**src/csr_pkg.sv**
```systemverilog
/*
 * Package for the channel status and sample register group: offsets, field
 * positions, reset values and the read-request carrier.
 * Assumes a register access port driven by the device's interface decoders.
 */
// Notes on behaviour
// - offset limit reached sets offset fault flag
// - status read or report clears offset flag
// - psi5 option keeps offset flag after report
// - failed psi5 startup self-test sets fail flag
// - self-test fail flag clears only by reset
// - status mirror always equals primary status
// - mirror read has primary read side effects
// - mirror bit order fault..init in progress
// - sample0 word at 0x62/0x63, selected, resets zero
// - sample1 word at 0x64/0x65, selected, resets zero
// - i2c low read freezes high until read
// - readable in dsi3, spi, i2c, psi5 programming
// - factory config readable only before init lock
// - range code 0010 medium, 0100 high
// - axis code 00 x, 01 y, 10 z
package csr_pkg;
	// ********************
	// register offsets
	// ********************
	localparam logic [7:0] ADDR_CH_STAT = 8'h60;
	localparam logic [7:0] ADDR_STAT_MIRROR = 8'h61;
	localparam logic [7:0] ADDR_S0_LOW = 8'h62;
	localparam logic [7:0] ADDR_S0_HIGH = 8'h63;
	localparam logic [7:0] ADDR_S1_LOW = 8'h64;
	localparam logic [7:0] ADDR_S1_HIGH = 8'h65;
	localparam logic [7:0] ADDR_FACT_CFG = 8'ha0;
	// ********************
	// fields and reset values
	// ********************
	localparam int CH_STAT_OFFS_BIT = 1;
	localparam int CH_STAT_STFAIL_BIT = 0;
	localparam logic [7:0] STAT_MIRROR_MASK = 8'hbf;
	localparam logic [7:0] FACT_CFG_MASK = 8'hf3;
	localparam logic [3:0] RANGE_MEDIUM = 4'h2;
	localparam logic [3:0] RANGE_HIGH = 4'h4;
	localparam logic [1:0] AXIS_X = 2'h0;
	localparam logic [1:0] AXIS_Y = 2'h1;
	localparam logic [1:0] AXIS_Z = 2'h2;
	localparam logic [15:0] SAMPLE_RESET = 16'h0000;
	localparam logic [7:0] RDATA_RESET = 8'h00;

	typedef enum logic [1:0] {CSR_MODE_DSI3, CSR_MODE_SPI, CSR_MODE_I2C, CSR_MODE_PSI5} csr_mode_e;

	typedef struct packed {
		logic valid;
		logic [7:0] addr;
	} csr_rd_s;

	typedef struct packed {
		logic channel_fault;
		logic link_fault;
		logic memory_or_thermal_fault;
		logic supply_fault;
		logic factory_test_active;
		logic reset_occurred;
		logic init_in_progress;
	} csr_device_status_primary_s;
endpackage : csr_pkg

```
**src/csr_regs.sv**
```systemverilog
/*
 * Channel status, status mirror, sample words and factory config byte.
 * Assumes all inputs come from logic on i_clk; reads arrive as one-cycle
 * requests and the answer appears one cycle later.
 */
`timescale 1ns/1ps
`default_nettype none
module csr_regs
(
	input wire logic i_clk,
	input wire logic i_reset_n,
	input wire csr_pkg::csr_rd_s i_rd,
	input wire csr_pkg::csr_mode_e i_mode,
	input wire logic i_psi5_prog,
	input wire logic i_offset_limit,
	input wire logic i_tx_offs_report,
	input wire logic i_psi5_keep_offs,
	input wire logic i_selftest_fail,
	input wire csr_pkg::csr_device_status_primary_s i_device_status_primary,
	input wire logic [15:0] i_sample0,
	input wire logic [15:0] i_sample1,
	input wire logic [1:0] i_sample0_source_select,
	input wire logic [1:0] i_sample1_source_select,
	input wire logic i_init_done_lock,
	input wire logic [3:0] i_factory_scale_code,
	input wire logic [1:0] i_factory_axis,
	output logic [7:0] o_rdata,
	output logic o_rvalid,
	output logic o_device_status_primary_read,
	output logic o_offset_fault,
	output logic o_startup_selftest_fail_flag,
	output logic [1:0] o_sample0_source,
	output logic [1:0] o_sample1_source
);
	import csr_pkg::*;

	logic offs_ff;
	logic stfail_ff;
	logic [7:0] hold0_ff;
	logic [7:0] hold1_ff;
	logic frz0_ff;
	logic frz1_ff;
	logic [7:0] nxt_rdata;
	logic rd_ok;
	logic i2c;
	logic [7:0] mirror;
	logic [7:0] fact;

	// mode gate: psi5 only while in programming mode
	assign rd_ok = i_rd.valid && (i_mode != CSR_MODE_PSI5 || i_psi5_prog);
	assign i2c = (i_mode == CSR_MODE_I2C);
	assign mirror = {i_device_status_primary.channel_fault, 1'b0, i_device_status_primary.link_fault,
		i_device_status_primary.memory_or_thermal_fault, i_device_status_primary.supply_fault,
		i_device_status_primary.factory_test_active, i_device_status_primary.reset_occurred,
		i_device_status_primary.init_in_progress};
	assign fact = {i_factory_scale_code, 2'b00, i_factory_axis};

	// ********************
	// channel error flags
	// ********************
	// set wins over a clear in the same cycle so no fault is lost
	always_ff @(posedge i_clk)
	begin
		if (!i_reset_n)
			offs_ff <= 1'b0;
		else if (i_offset_limit)
			offs_ff <= 1'b1;
		else if (!(i_mode == CSR_MODE_PSI5 && i_psi5_keep_offs) &&
			((rd_ok && i_rd.addr == ADDR_CH_STAT) || i_tx_offs_report))
			offs_ff <= 1'b0;
	end

	always_ff @(posedge i_clk)
	begin
		if (!i_reset_n)
			stfail_ff <= 1'b0;
		else if (i_selftest_fail)
			stfail_ff <= 1'b1;
	end

	// ********************
	// i2c high byte freeze
	// ********************
	always_ff @(posedge i_clk)
	begin
		if (!i_reset_n)
		begin
			hold0_ff <= RDATA_RESET;
			frz0_ff <= 1'b0;
		end
		else if (rd_ok && i2c && i_rd.addr == ADDR_S0_LOW)
		begin
			hold0_ff <= i_sample0[15:8];
			frz0_ff <= 1'b1;
		end
		else if (rd_ok && i_rd.addr == ADDR_S0_HIGH)
			frz0_ff <= 1'b0;
	end

	always_ff @(posedge i_clk)
	begin
		if (!i_reset_n)
		begin
			hold1_ff <= RDATA_RESET;
			frz1_ff <= 1'b0;
		end
		else if (rd_ok && i2c && i_rd.addr == ADDR_S1_LOW)
		begin
			hold1_ff <= i_sample1[15:8];
			frz1_ff <= 1'b1;
		end
		else if (rd_ok && i_rd.addr == ADDR_S1_HIGH)
			frz1_ff <= 1'b0;
	end

	// ********************
	// read mux
	// ********************
	// no write port: read-only registers ignore writes by construction
	always_comb
	begin
		nxt_rdata = RDATA_RESET;
		unique case (i_rd.addr)
			ADDR_CH_STAT:
				nxt_rdata = {6'h00, offs_ff, stfail_ff};
			ADDR_STAT_MIRROR:
				nxt_rdata = mirror;
			ADDR_S0_LOW:
				nxt_rdata = i_sample0[7:0];
			ADDR_S0_HIGH:
				nxt_rdata = frz0_ff ? hold0_ff : i_sample0[15:8];
			ADDR_S1_LOW:
				nxt_rdata = i_sample1[7:0];
			ADDR_S1_HIGH:
				nxt_rdata = frz1_ff ? hold1_ff : i_sample1[15:8];
			ADDR_FACT_CFG:
				nxt_rdata = i_init_done_lock ? RDATA_RESET : fact;
			default:
				nxt_rdata = RDATA_RESET;
		endcase
	end

	always_ff @(posedge i_clk)
	begin
		if (!i_reset_n)
		begin
			o_rdata <= RDATA_RESET;
			o_rvalid <= 1'b0;
			o_device_status_primary_read <= 1'b0;
		end
		else
		begin
			o_rdata <= rd_ok ? nxt_rdata : RDATA_RESET;
			o_rvalid <= rd_ok;
			// mirror read reaches the primary status clear-on-read logic
			o_device_status_primary_read <= rd_ok && i_rd.addr == ADDR_STAT_MIRROR;
		end
	end

	always_ff @(posedge i_clk)
	begin
		if (!i_reset_n)
		begin
			o_offset_fault <= 1'b0;
			o_startup_selftest_fail_flag <= 1'b0;
			o_sample0_source <= 2'h0;
			o_sample1_source <= 2'h0;
		end
		else
		begin
			o_offset_fault <= offs_ff;
			o_startup_selftest_fail_flag <= stfail_ff;
			o_sample0_source <= i_sample0_source_select;
			o_sample1_source <= i_sample1_source_select;
		end
	end

	// ********************
	// checks
	// ********************
	a_offs_set: assert property (@(posedge i_clk) disable iff (!i_reset_n)
		i_offset_limit |=> offs_ff) else $error("offset flag not set");
	a_offs_clear: assert property (@(posedge i_clk) disable iff (!i_reset_n)
		(i_tx_offs_report && !i_offset_limit && i_mode != CSR_MODE_PSI5) |=> !offs_ff)
		else $error("offset flag not cleared");
	a_offs_keep: assert property (@(posedge i_clk) disable iff (!i_reset_n)
		(offs_ff && i_mode == CSR_MODE_PSI5 && i_psi5_keep_offs) |=> offs_ff)
		else $error("offset flag lost in keep mode");
	a_stfail_set: assert property (@(posedge i_clk) disable iff (!i_reset_n)
		i_selftest_fail |=> stfail_ff ##1 o_startup_selftest_fail_flag)
		else $error("self-test fail not flagged");
	a_stfail_sticky: assert property (@(posedge i_clk) disable iff (!i_reset_n)
		stfail_ff |=> stfail_ff) else $error("self-test fail cleared");
	a_mirror_data: assert property (@(posedge i_clk) disable iff (!i_reset_n)
		(rd_ok && i_rd.addr == ADDR_STAT_MIRROR) |=> (o_rdata == $past(mirror) && o_device_status_primary_read))
		else $error("mirror read wrong");
	a_mirror_rsvd: assert property (@(posedge i_clk) disable iff (!i_reset_n)
		(o_rvalid && o_device_status_primary_read) |-> !o_rdata[6]) else $error("mirror reserved set");
	// the host leaves one idle cycle between its reads; this check assumes two, so the pair spans four edges
	a_freeze_high: assert property (@(posedge i_clk) disable iff (!i_reset_n)
		(rd_ok && i2c && i_rd.addr == ADDR_S0_LOW) ##1 (!i_rd.valid) [*2]
		##1 (rd_ok && i_rd.addr == ADDR_S0_HIGH)
		|=> o_rdata == $past(i_sample0[15:8], 4)) else $error("high byte not frozen");

	a_freeze_high1: assert property (@(posedge i_clk) disable iff (!i_reset_n)
		(rd_ok && i2c && i_rd.addr == ADDR_S1_LOW) ##1 (!i_rd.valid) [*2]
		##1 (rd_ok && i_rd.addr == ADDR_S1_HIGH)
		|=> o_rdata == $past(i_sample1[15:8], 4)) else $error("high byte one not frozen");
	a_fact_lock: assert property (@(posedge i_clk) disable iff (!i_reset_n)
		(rd_ok && i_rd.addr == ADDR_FACT_CFG && i_init_done_lock) |=> o_rdata == 8'h00)
		else $error("factory byte visible after lock");
	a_mode_gate: assert property (@(posedge i_clk) disable iff (!i_reset_n)
		(i_rd.valid && i_mode == CSR_MODE_PSI5 && !i_psi5_prog) |=> !o_rvalid)
		else $error("read answered outside programming mode");

	// ********************
	// answer timing
	// ********************
	a_rvalid_answer: assert property (@(posedge i_clk) disable iff (!i_reset_n)
		rd_ok |=> o_rvalid) else $error("accepted read not answered");

	a_rvalid_idle: assert property (@(posedge i_clk) disable iff (!i_reset_n)
		!rd_ok |=> !o_rvalid) else $error("answer without a read");

	a_rdata_idle: assert property (@(posedge i_clk) disable iff (!i_reset_n)
		!rd_ok |=> o_rdata == RDATA_RESET) else $error("read data not zero when idle");

	a_dsr_with_answer: assert property (@(posedge i_clk) disable iff (!i_reset_n)
		o_device_status_primary_read |-> o_rvalid) else $error("status read strobe without answer");

	// ********************
	// flag behaviour
	// ********************
	a_offs_read_clr: assert property (@(posedge i_clk) disable iff (!i_reset_n)
		(rd_ok && i_rd.addr == ADDR_CH_STAT && !i_offset_limit && i_mode != CSR_MODE_PSI5)
		|=> !offs_ff) else $error("offset flag not cleared by read");

	a_offs_quiet: assert property (@(posedge i_clk) disable iff (!i_reset_n)
		(!offs_ff && !i_offset_limit) |=> !offs_ff) else $error("offset flag set alone");

	a_stfail_quiet: assert property (@(posedge i_clk) disable iff (!i_reset_n)
		(!stfail_ff && !i_selftest_fail) |=> !stfail_ff) else $error("self-test flag set alone");

	a_offs_out: assert property (@(posedge i_clk) disable iff (!i_reset_n)
		offs_ff |=> o_offset_fault) else $error("offset output lags flag");

	a_stfail_out: assert property (@(posedge i_clk) disable iff (!i_reset_n)
		stfail_ff |=> o_startup_selftest_fail_flag) else $error("self-test output lags flag");

	a_stat_read: assert property (@(posedge i_clk) disable iff (!i_reset_n)
		(rd_ok && i_rd.addr == ADDR_CH_STAT && offs_ff) |=> o_rdata[CH_STAT_OFFS_BIT])
		else $error("status read lost offset flag");

	// ********************
	// sample words
	// ********************
	a_low0_live: assert property (@(posedge i_clk) disable iff (!i_reset_n)
		(rd_ok && i_rd.addr == ADDR_S0_LOW) |=> o_rdata == $past(i_sample0[7:0]))
		else $error("sample0 low byte wrong");

	a_low1_live: assert property (@(posedge i_clk) disable iff (!i_reset_n)
		(rd_ok && i_rd.addr == ADDR_S1_LOW) |=> o_rdata == $past(i_sample1[7:0]))
		else $error("sample1 low byte wrong");

	a_high0_live: assert property (@(posedge i_clk) disable iff (!i_reset_n)
		(rd_ok && i_rd.addr == ADDR_S0_HIGH && !frz0_ff)
		|=> o_rdata == $past(i_sample0[15:8])) else $error("sample0 high byte wrong");

	a_high1_live: assert property (@(posedge i_clk) disable iff (!i_reset_n)
		(rd_ok && i_rd.addr == ADDR_S1_HIGH && !frz1_ff)
		|=> o_rdata == $past(i_sample1[15:8])) else $error("sample1 high byte wrong");

	a_src0_copy: assert property (@(posedge i_clk) disable iff (!i_reset_n)
		1'b1 |=> o_sample0_source == $past(i_sample0_source_select))
		else $error("sample0 source not copied");

	a_src1_copy: assert property (@(posedge i_clk) disable iff (!i_reset_n)
		1'b1 |=> o_sample1_source == $past(i_sample1_source_select))
		else $error("sample1 source not copied");

	// ********************
	// factory byte
	// ********************
	a_fact_open: assert property (@(posedge i_clk) disable iff (!i_reset_n)
		(rd_ok && i_rd.addr == ADDR_FACT_CFG && !i_init_done_lock)
		|=> o_rdata[7:4] == $past(i_factory_scale_code)) else $error("range code wrong");

	a_fact_axis: assert property (@(posedge i_clk) disable iff (!i_reset_n)
		(rd_ok && i_rd.addr == ADDR_FACT_CFG && !i_init_done_lock)
		|=> o_rdata[1:0] == $past(i_factory_axis)) else $error("axis code wrong");

	a_fact_rsvd: assert property (@(posedge i_clk) disable iff (!i_reset_n)
		(rd_ok && i_rd.addr == ADDR_FACT_CFG) |=> o_rdata[3:2] == 2'b00)
		else $error("factory reserved bits set");
endmodule : csr_regs
`default_nettype wire

```
**config.mk**
```make
export PLATFORM = sky130hd
export DESIGN_NAME = csr_regs
export DESIGN_NICKNAME = d
export VERILOG_FILES = /design/src/csr_pkg.sv /design/src/csr_regs.sv
export SDC_FILE = /design/constraint.sdc
export NUM_CORES = 1
export LEC_CHECK = 0
export BUFFER_PORTS_ARGS = -buffer_cell sky130_fd_sc_hd__buf_2
export CORE_UTILIZATION = 45
export DETAILED_ROUTE_END_ITERATION = 10
export PLACE_DENSITY_LB_ADDON = 0.3
export RECOVER_POWER = 100
export SLEW_MARGIN = 15
export SYNTH_ARGS = -nofsm -noshare
export SYNTH_HDL_FRONTEND = slang
export SYNTH_SLANG_ARGS = --single-unit
```
**constraint.sdc**
```tcl
create_clock -name i_clk -period 4.2 [get_ports i_clk]
set_input_delay 0.84 -clock i_clk [delete_from_list [all_inputs] [get_ports i_clk]]
set_output_delay 0.84 -clock i_clk [all_outputs]
set_load 0.1 [all_outputs]
```
Word-level counts from Yosys, hierarchy flattened. Index checks and enable logic that the tools add are counted. W data, S select, Z words.

Word-level logic and storage cells: 50. Output and inout bits: 16. Input port bits: 68. Register bits after elaboration: 36.

Mux-type cells: 10. Reduce and logical (&&, ||, !) cells: 17. Eq/ne operators: 10.

Operators by type and width (count): $pmux W8 S7 (1); $eq A8 B7 Y1 const B (6); $mux W8 (3); $logic_and A1 B1 Y1 (10); $eq A8 B8 Y1 const B (1); $mux W1 (6); $reduce_bool A2 Y1 (3); $eq A2 B2 Y1 const B (2); $logic_or A1 B1 Y1 (2); $ne A2 B2 Y1 const B (1); $reduce_and A2 Y1 (1); $logic_not A1 Y1 (1).

Depth between registers and ports, before layout. Gate-level depths: netlist of the first run.

Depth after elaboration: 8. Mapped depth: 6. Gate-level depth less buffers: 4.

Worst setup path after synthesis of the first run. No wires, ideal clock.

Kind: in2reg. Start: in i_rd[3] (netlist name). End: reg frz1_ff. Setup time: 0.127 ns. Setup slack: 2.142 ns. Cell stages on the path: 4. Path buffers: 0. Data arrival time: 1.931 ns. Data required time: 4.073 ns. Path through: or3b_4 or2_1 o41ai_1 a21boi_1.

Longest elaborated chain between the ends: 3. Elaborated cells on any way between the ends: 6. Those cells by class: eq/ne (2); mux (1); reduce/logical (3).

RTL lines: from (decl) (line csr_regs.sv:12) `input wire csr_pkg::csr_rd_s i_rd,`; $eq A8 B7 Y1 (on tied branches) (line csr_regs.sv:107, csr_regs.sv:112); $logic_and A1 B1 Y1 (on tied branches) (line csr_regs.sv:107, csr_regs.sv:112); $mux W1 or $reduce_bool A2 Y1 (tied branches); to (signal assigned) (line csr_regs.sv:105) `frz1_ff <= 1'b0;`; to (signal assigned) (line csr_regs.sv:110) `frz1_ff <= 1'b1;`; to (signal assigned) (line csr_regs.sv:113) `frz1_ff <= 1'b0;`; to (decl) (line csr_regs.sv:42) `logic frz1_ff;`.

Parallel ways exist; a longest one is shown, timed or not. A chain may end at the register's enable or synchronous reset.

Worst setup path in the final report of the first run.
Start: in i_rd[2] (netlist name). End: reg hold1_ff[1].

Longest elaborated chain between the ends: 2.

RTL lines: $eq A8 B7 Y1 (line csr_regs.sv:107) `else if (rd_ok && i2c && i_rd.addr == ADDR_S1_LOW)`; $logic_and A1 B1 Y1 (line csr_regs.sv:107); to (signal assigned) (line csr_regs.sv:109) `hold1_ff <= i_sample1[15:8];`; to (decl) (line csr_regs.sv:40) `logic [7:0] hold1_ff;`.

No other way between the ends.

==> impl_metrics.json, run 1 <==
{
  "min_period_ns": 2.603,
  "dr.pass1.iters": 4,
  "coreArea_um2": 4029,
  "r2r_start": "frz0_ff",
  "max-clock-path-buffers": 2,
  "critPathLaunchType": "input pin",
  "fp.dieArea_um2": 4473,
  "port-buffer-count": 83,
  "final_area_um2": 2445,
  "reg2regPathDepth": 4,
  "cts-root-buf": "clkbuf_8",
  "leakage_nw": 1.067,
  "ys_seq_area_frac": 0.3804,
  "powerDensity_nw_per_um2": 366.9,
  "dp_hpwl_mm": 3.713,
  "antenna_found_initial": 0,
  "p_sw_uw": 209.1,
  "grt_pass1_wl_mm": 7.541,
  "nets": 348,
  "r2r_setup_slack_ns": 2.36,
  "cp_data_arrival_time_ns": 2.79,
  "ant_nets": 0,
  "max_freq_mhz": 384.1,
  "synth_most_common_cell": "dfxtp_1",
  "rows": 23,
  "cts_hold_buf": 0,
  "rsz0062_at_grt": "false",
  "syn_inst": 201,
  "worst_pin_slew_ns": 1.177,
  "setup_viol_count_final": 0,
  "overflow": 0,
  "postSynthAreaPerCell_um2": 9.424,
  "synth-async-reset-ratio": 0,
  "synth_ff_type": "dfxtp_1",
  "diodes": 0,
  "swShare": 0.2331,
  "netlist_top_cells_count": "dfxtp_1, mux2i_1, nor2b_1",
  "max_slew_margin": 0.2190,
  "synth_nets": 269,
  "yosys.area.top_type_share": 0.3804,
  "cts_tree": "done",
  "clkSinkCount": 36,
  "synth_cell_types": 45,
  "drtIter0Drc": 157,
  "whs_path_depth": 1,
  "yosys.area.top_type": "dfxtp_1",
  "hold_path_class": "flip-flop to flip-flop",
  "r2r-end": "o_rdata[1]",
  "drc_errors": 0,
  "final_max_slew_viol_count": 0,
  "status": "finished, final reports clean",
  "cp-end-kind": "flip-flop",
  "clock_power_share": 0.481,
  "syn_area_um2": 1894,
  "worst_slack_ns": 1.597,
  "cts_max_level": 2,
  "synth_edf_count": 0,
  "cts_setup_buffers": 0,
  "critical_path_class": "input pin to flip-flop",
  "layout-drive-gt1-share": 0.2847,
  "grtUsageTotal": 0.2323,
  "cp.required_ns": 4.39,
  "drv_cap": 0,
  "start_util": 0.4702,
  "synth_area_leaders": "dfxtp_1, mux2i_1, nor2b_1",
  "internal-power_uw": 687.8,
  "die_w_um": 66.88,
  "area_delta_synth_final_pct": 29.06,
  "pwr-share-comb": 0.131,
  "cts-resized-gates": 0,
  "dpl_cell_area_um2": 2320,
  "dpl_worst_slack_ns": 1.622,
  "via_per_inst": 5.502,
  "cts_buffers": 5,
  "hold_violations": 0,
  "detail_route.wl_per_cell_um": 15.08,
  "power_frac_seq": 0.388,
  "tns_ns": 0,
  "pin_count": 84,
  "grt_pass1_vias": 1619,
  "hold_path_end": "stfail_ff",
  "utilization": 0.6068,
  "die_h_um": 66.88,
  "yosys_warnings": 0,
  "drt-total-wl_mm": 4.993,
  "crit_fanout": 18,
  "clock_skew_ns": 0.007927,
  "grt_start_max_net_pins": 28,
  "ys_ff_latch": 36,
  "vdd_drop_max_v": 0.0002181,
  "clk_pin_slew_ns": 0.08,
  "insertion_delay_ns": 0.30,
  "cp-startpoint": "i_rd[2]",
  "vias": 1821,
  "post-route-period-util": 0.6198,
  "min_from": "stfail_ff",
  "gp_congestion": 0.8416
}
[state kept, by name, summed over array words and instances, names as in the netlist]
name,count
o_startup_selftest_fail_flag,1
offs_ff,1
hold0_ff,8
o_device_status_primary_read,1
o_sample0_source,2
o_offset_fault,1
hold1_ff,8
frz0_ff,1
stfail_ff,1
o_sample1_source,2
o_rvalid,1
frz1_ff,1
o_rdata,8
[through the flow]
stage / cells / hold WS (ns) / power (mW)
floorplan: 201 / 0.4394 / 0.4250
global placement: 323 / 0.4626 / 0.4739
detailed placement: 323 / 0.4698 / 0.4744
CTS: 331 / 0.4888 / 0.9011
global route: 331 / 0.5079 / 0.9308
finish: 331 / 0.4904 / 0.8969
[power by group through the flow]
stage / Sequential [mW] / Combinational [mW] / Clock, mW
2_1_floorplan: 0.382 / 0.0428 / 0
3_3_place_gp: 0.356 / 0.118 / 0
3_5_place_dp: 0.356 / 0.119 / 0
4_1_cts: 0.348 / 0.119 / 0.434
5_1_grt: 0.349 / 0.126 / 0.456
6_report: 0.348 / 0.118 / 0.431
[worst max-delay path, cell delays in order]
cell and delay (ns):
clkbuf_1 0.59, nor4bb_1 0.41, nand4_1 0.57, mux2i_1 0.31, nor2b_1 0.07
[layout by cell type, fill, tap and decap left out, types with 2 or more instances in the layout]
master      n
a2111oi_0   2
a31oi_1     3
a211oi_1    2
nor2b_1    19
nand3_1     4
nand4_1     4
a32oi_1     3
clkbuf_1   18
and2_1      4
dfxtp_1    36
a22oi_1     2
and2_0      5
nand2_1     5
mux2_2      3
nor3_1      4
and3b_1     2
buf_2      65
o41ai_1     2
inv_1       4
a21boi_0    2
o21ai_0     8
clkbuf_8    5
bufinv_16   3
mux2i_1    30
nor2_1     12
a21oi_1    12
a22o_1      2
nand3b_1    3
[worst max-delay path by stage]
stage | to | cells after the start
global placement | hold1_ff[4] | 5
CTS | hold1_ff[2] | 5
finish | hold1_ff[1] | 5
global route | hold1_ff[1] | 5
floorplan | frz1_ff | 4
detailed placement | hold1_ff[0] | 5
[per-layer routing]
layer  track usage  routed length, um  vias up
li1              -                  -      893
met1        0.2899               2182      849
met2        0.3737               2403       70
met3       0.06336                329        9
met4       0.09309                 78        0
met5             0                  0        -
[area by class of cell]
cell class / count / area (um2)
Clock buffer: 5 / 68.82
Clock inverter: 3 / 90.09
Inverter: 4 / 15.01
Timing Repair Buffer: 83 / 392.9
Sequential cell: 36 / 720.7
Fill cell: 378 / 1584
Tap cell: 50 / 62.56
Multi-Input combinational cell: 150 / 1095
[kinds of logic after synthesis]
kind of cell / synth area share
mux: 0.1902
compound gates: 0.1546
simple gates: 0.2391
flops: 0.3804
buf+inv: 0.03566
Power figures use the tool's default switching activity.
==> inputs of run 2 (changes only) <==
==> constraint.sdc (replaced) <==
create_clock -name i_clk -period 2.7 [get_ports i_clk]
set_input_delay 0.54 -clock i_clk [delete_from_list [all_inputs] [get_ports i_clk]]
set_output_delay 0.54 -clock i_clk [all_outputs]
set_load 0.1 [all_outputs]
==> impl_metrics.json, run 2 (same netlist as run 1, synthesis figures left out) <==
{
  "rows": 23,
  "cts_tree": "done",
  "cts_hold_buf": 0,
  "grtUsageTotal": 0.2283,
  "gp_congestion": 0.8660,
  "max-clock-path-buffers": 2,
  "cpMaxStageDelayCell": "clkbuf_1",
  "cts_buffers": 5,
  "ant_nets": 0,
  "max_slew_margin": 0.2210,
  "clock_power_share": 0.477,
  "min_period_ns": 2.022,
  "status": "finished, final reports clean",
  "start_util": 0.4702,
  "drtIter0Drc": 155,
  "dp_hpwl_mm": 3.763,
  "final_common_cell": "buf_2",
  "nets": 352,
  "powerDensity_nw_per_um2": 560.5,
  "p_sw_uw": 317.4,
  "critical_path_class": "flip-flop to output pin",
  "rsz0062_at_grt": "false",
  "drc_errors": 0,
  "setup_viol_count_final": 0,
  "path_cells": "clkbuf_1",
  "clock_skew_ns": 0.009096,
  "grt_use_met3": 0.05822,
  "pwr-share-comb": 0.133,
  "swShare": 0.2287,
  "hold_violations": 0,
  "clkSinkCount": 36,
  "dr.pass1.iters": 4,
  "dp.cells": 327,
  "pin_count": 84,
  "busiest_layer": "met2",
  "antenna_found_initial": 0,
  "reg2regPathDepth": 5,
  "r2r-end": "o_rdata[0]",
  "min_from": "i_selftest_fail",
  "drt-total-wl_mm": 4.896,
  "post-route-period-util": 0.7487,
  "port-buffer-count": 83,
  "grt_pass1_vias": 1592,
  "insertion_delay_ns": 0.29,
  "via_per_inst": 5.454,
  "met2_usage": 0.3864,
  "crit_fanout": 1,
  "tns_ns": 0,
  "grt_use_met1": 0.2764,
  "path_buf_inv": 1,
  "crit_path_max_incr_delay_ns": 0.86,
  "hold_path_end": "stfail_ff",
  "grt_pass1_wl_mm": 7.403,
  "cp_top_family": "buffers and inverters",
  "drv_cap": 0,
  "fp.dieArea_um2": 4473,
  "grt_start_max_net_pins": 27,
  "coreArea_um2": 4029,
  "critPathLaunchType": "flip-flop",
  "cp_data_arrival_time_ns": 1.48,
  "die_h_um": 66.88,
  "power_frac_seq": 0.390,
  "vdd_drop_max_v": 0.0003116,
  "clk_pin_slew_ns": 0.08,
  "final_max_slew_viol_count": 0,
  "cp.required_ns": 2.16,
  "whs_path_depth": 2,
  "overflow": 0,
  "layout-drive-gt1-share": 0.2947,
  "final_cell_count_no_fill": 335,
  "detail_route.wl_per_cell_um": 14.61,
  "cts_max_level": 2,
  "r2r_setup_slack_ns": 0.95,
  "r2r_start": "frz0_ff",
  "top_regs": "hold0_ff x8, hold1_ff x8, o_rdata x8",
  "diodes": 0,
  "cp-end-kind": "output pin",
  "max_freq_mhz": 494.7,
  "die_w_um": 66.88,
  "worst_pin_slew_ns": 1.173,
  "leakage_nw": 1.083,
  "internal-power_mw": 1.070,
  "cts-root-buf": "clkbuf_8",
  "area_delta_synth_final_pct": 30.71,
  "final_cell_mix": "buf_2, dfxtp_1, mux2i_1",
  "cts_setup_buffers": 0,
  "vias": 1827,
  "cts-resized-gates": 0,
  "hold_path_class": "input pin to flip-flop"
}
==> run 2: per-stage QoR <==
| stage | power (mW) | worst slack [ns] | hold WS (ns) | area, um2 | utilization |
|---|---|---|---|---|---|
| after global placement | 0.7381 | 0.7200 | 0.4771 | 2350 | 0.5832 |
| after detailed placement | 0.7396 | 0.7018 | 0.4643 | 2350 | 0.5832 |
| after floorplan | 0.6612 | 0.9417 | 0.4394 | 1894 | - |
| after global routing | 1.433 | 0.5461 | 0.4408 | 2476 | 0.6146 |
| after CTS | 1.398 | 1.007 | 0.4478 | 2509 | 0.6227 |
| final | 1.388 | 0.6785 | 0.4480 | 2476 | 0.6146 |
==> run 2: how the worst max path moves through the flow <==
stage | from | slack (ns) | end | cells past startpoint
final | o_rdata[6] | 0.68 | o_rdata[6] | 1
after global routing | i_rd[2] | 0.55 | o_rdata[2] | 5
after CTS | frz0_ff | 1.01 | o_rdata[0] | 5
after detailed placement | i_rd[0] | 0.70 | o_rdata[4] | 5
after global placement | i_rd[2] | 0.72 | hold1_ff[3] | 6
after floorplan | i_rd[3] | 0.94 | frz1_ff | 4
==> run 2: area by class of cell <==
cell class | count | area [um2]
multi-input cells | 150 | 1100
inverters | 4 | 15.01
repair buffers | 87 | 419.2
flip-flops and latches | 36 | 720.7
fillers | 370 | 1553
clock inverters | 3 | 90.09
well taps | 50 | 62.56
clock buffers | 5 | 68.82
==> run 2: power groups by stage <==
stage          logic (mW)  registers, mW  clock network [mW]
3_3_place_gp        0.185          0.553                   0
6_report            0.185          0.541               0.662
4_1_cts             0.187          0.541               0.670
3_5_place_dp        0.186          0.554                   0
5_1_grt             0.198          0.542               0.693
2_1_floorplan      0.0665          0.595                   0
==> run 2: routing by layer <==
| layer | wire length, um | share of wire | vias up |
|---|---|---|---|
| met2 | 2344 | 0.48 | 80 |
| met4 | 114 | 0.023 | 0 |
| met3 | 343 | 0.070 | 18 |
| li1 | - | - | 899 |
| met1 | 2094 | 0.43 | 830 |
| met5 | 0 | 0 | - |
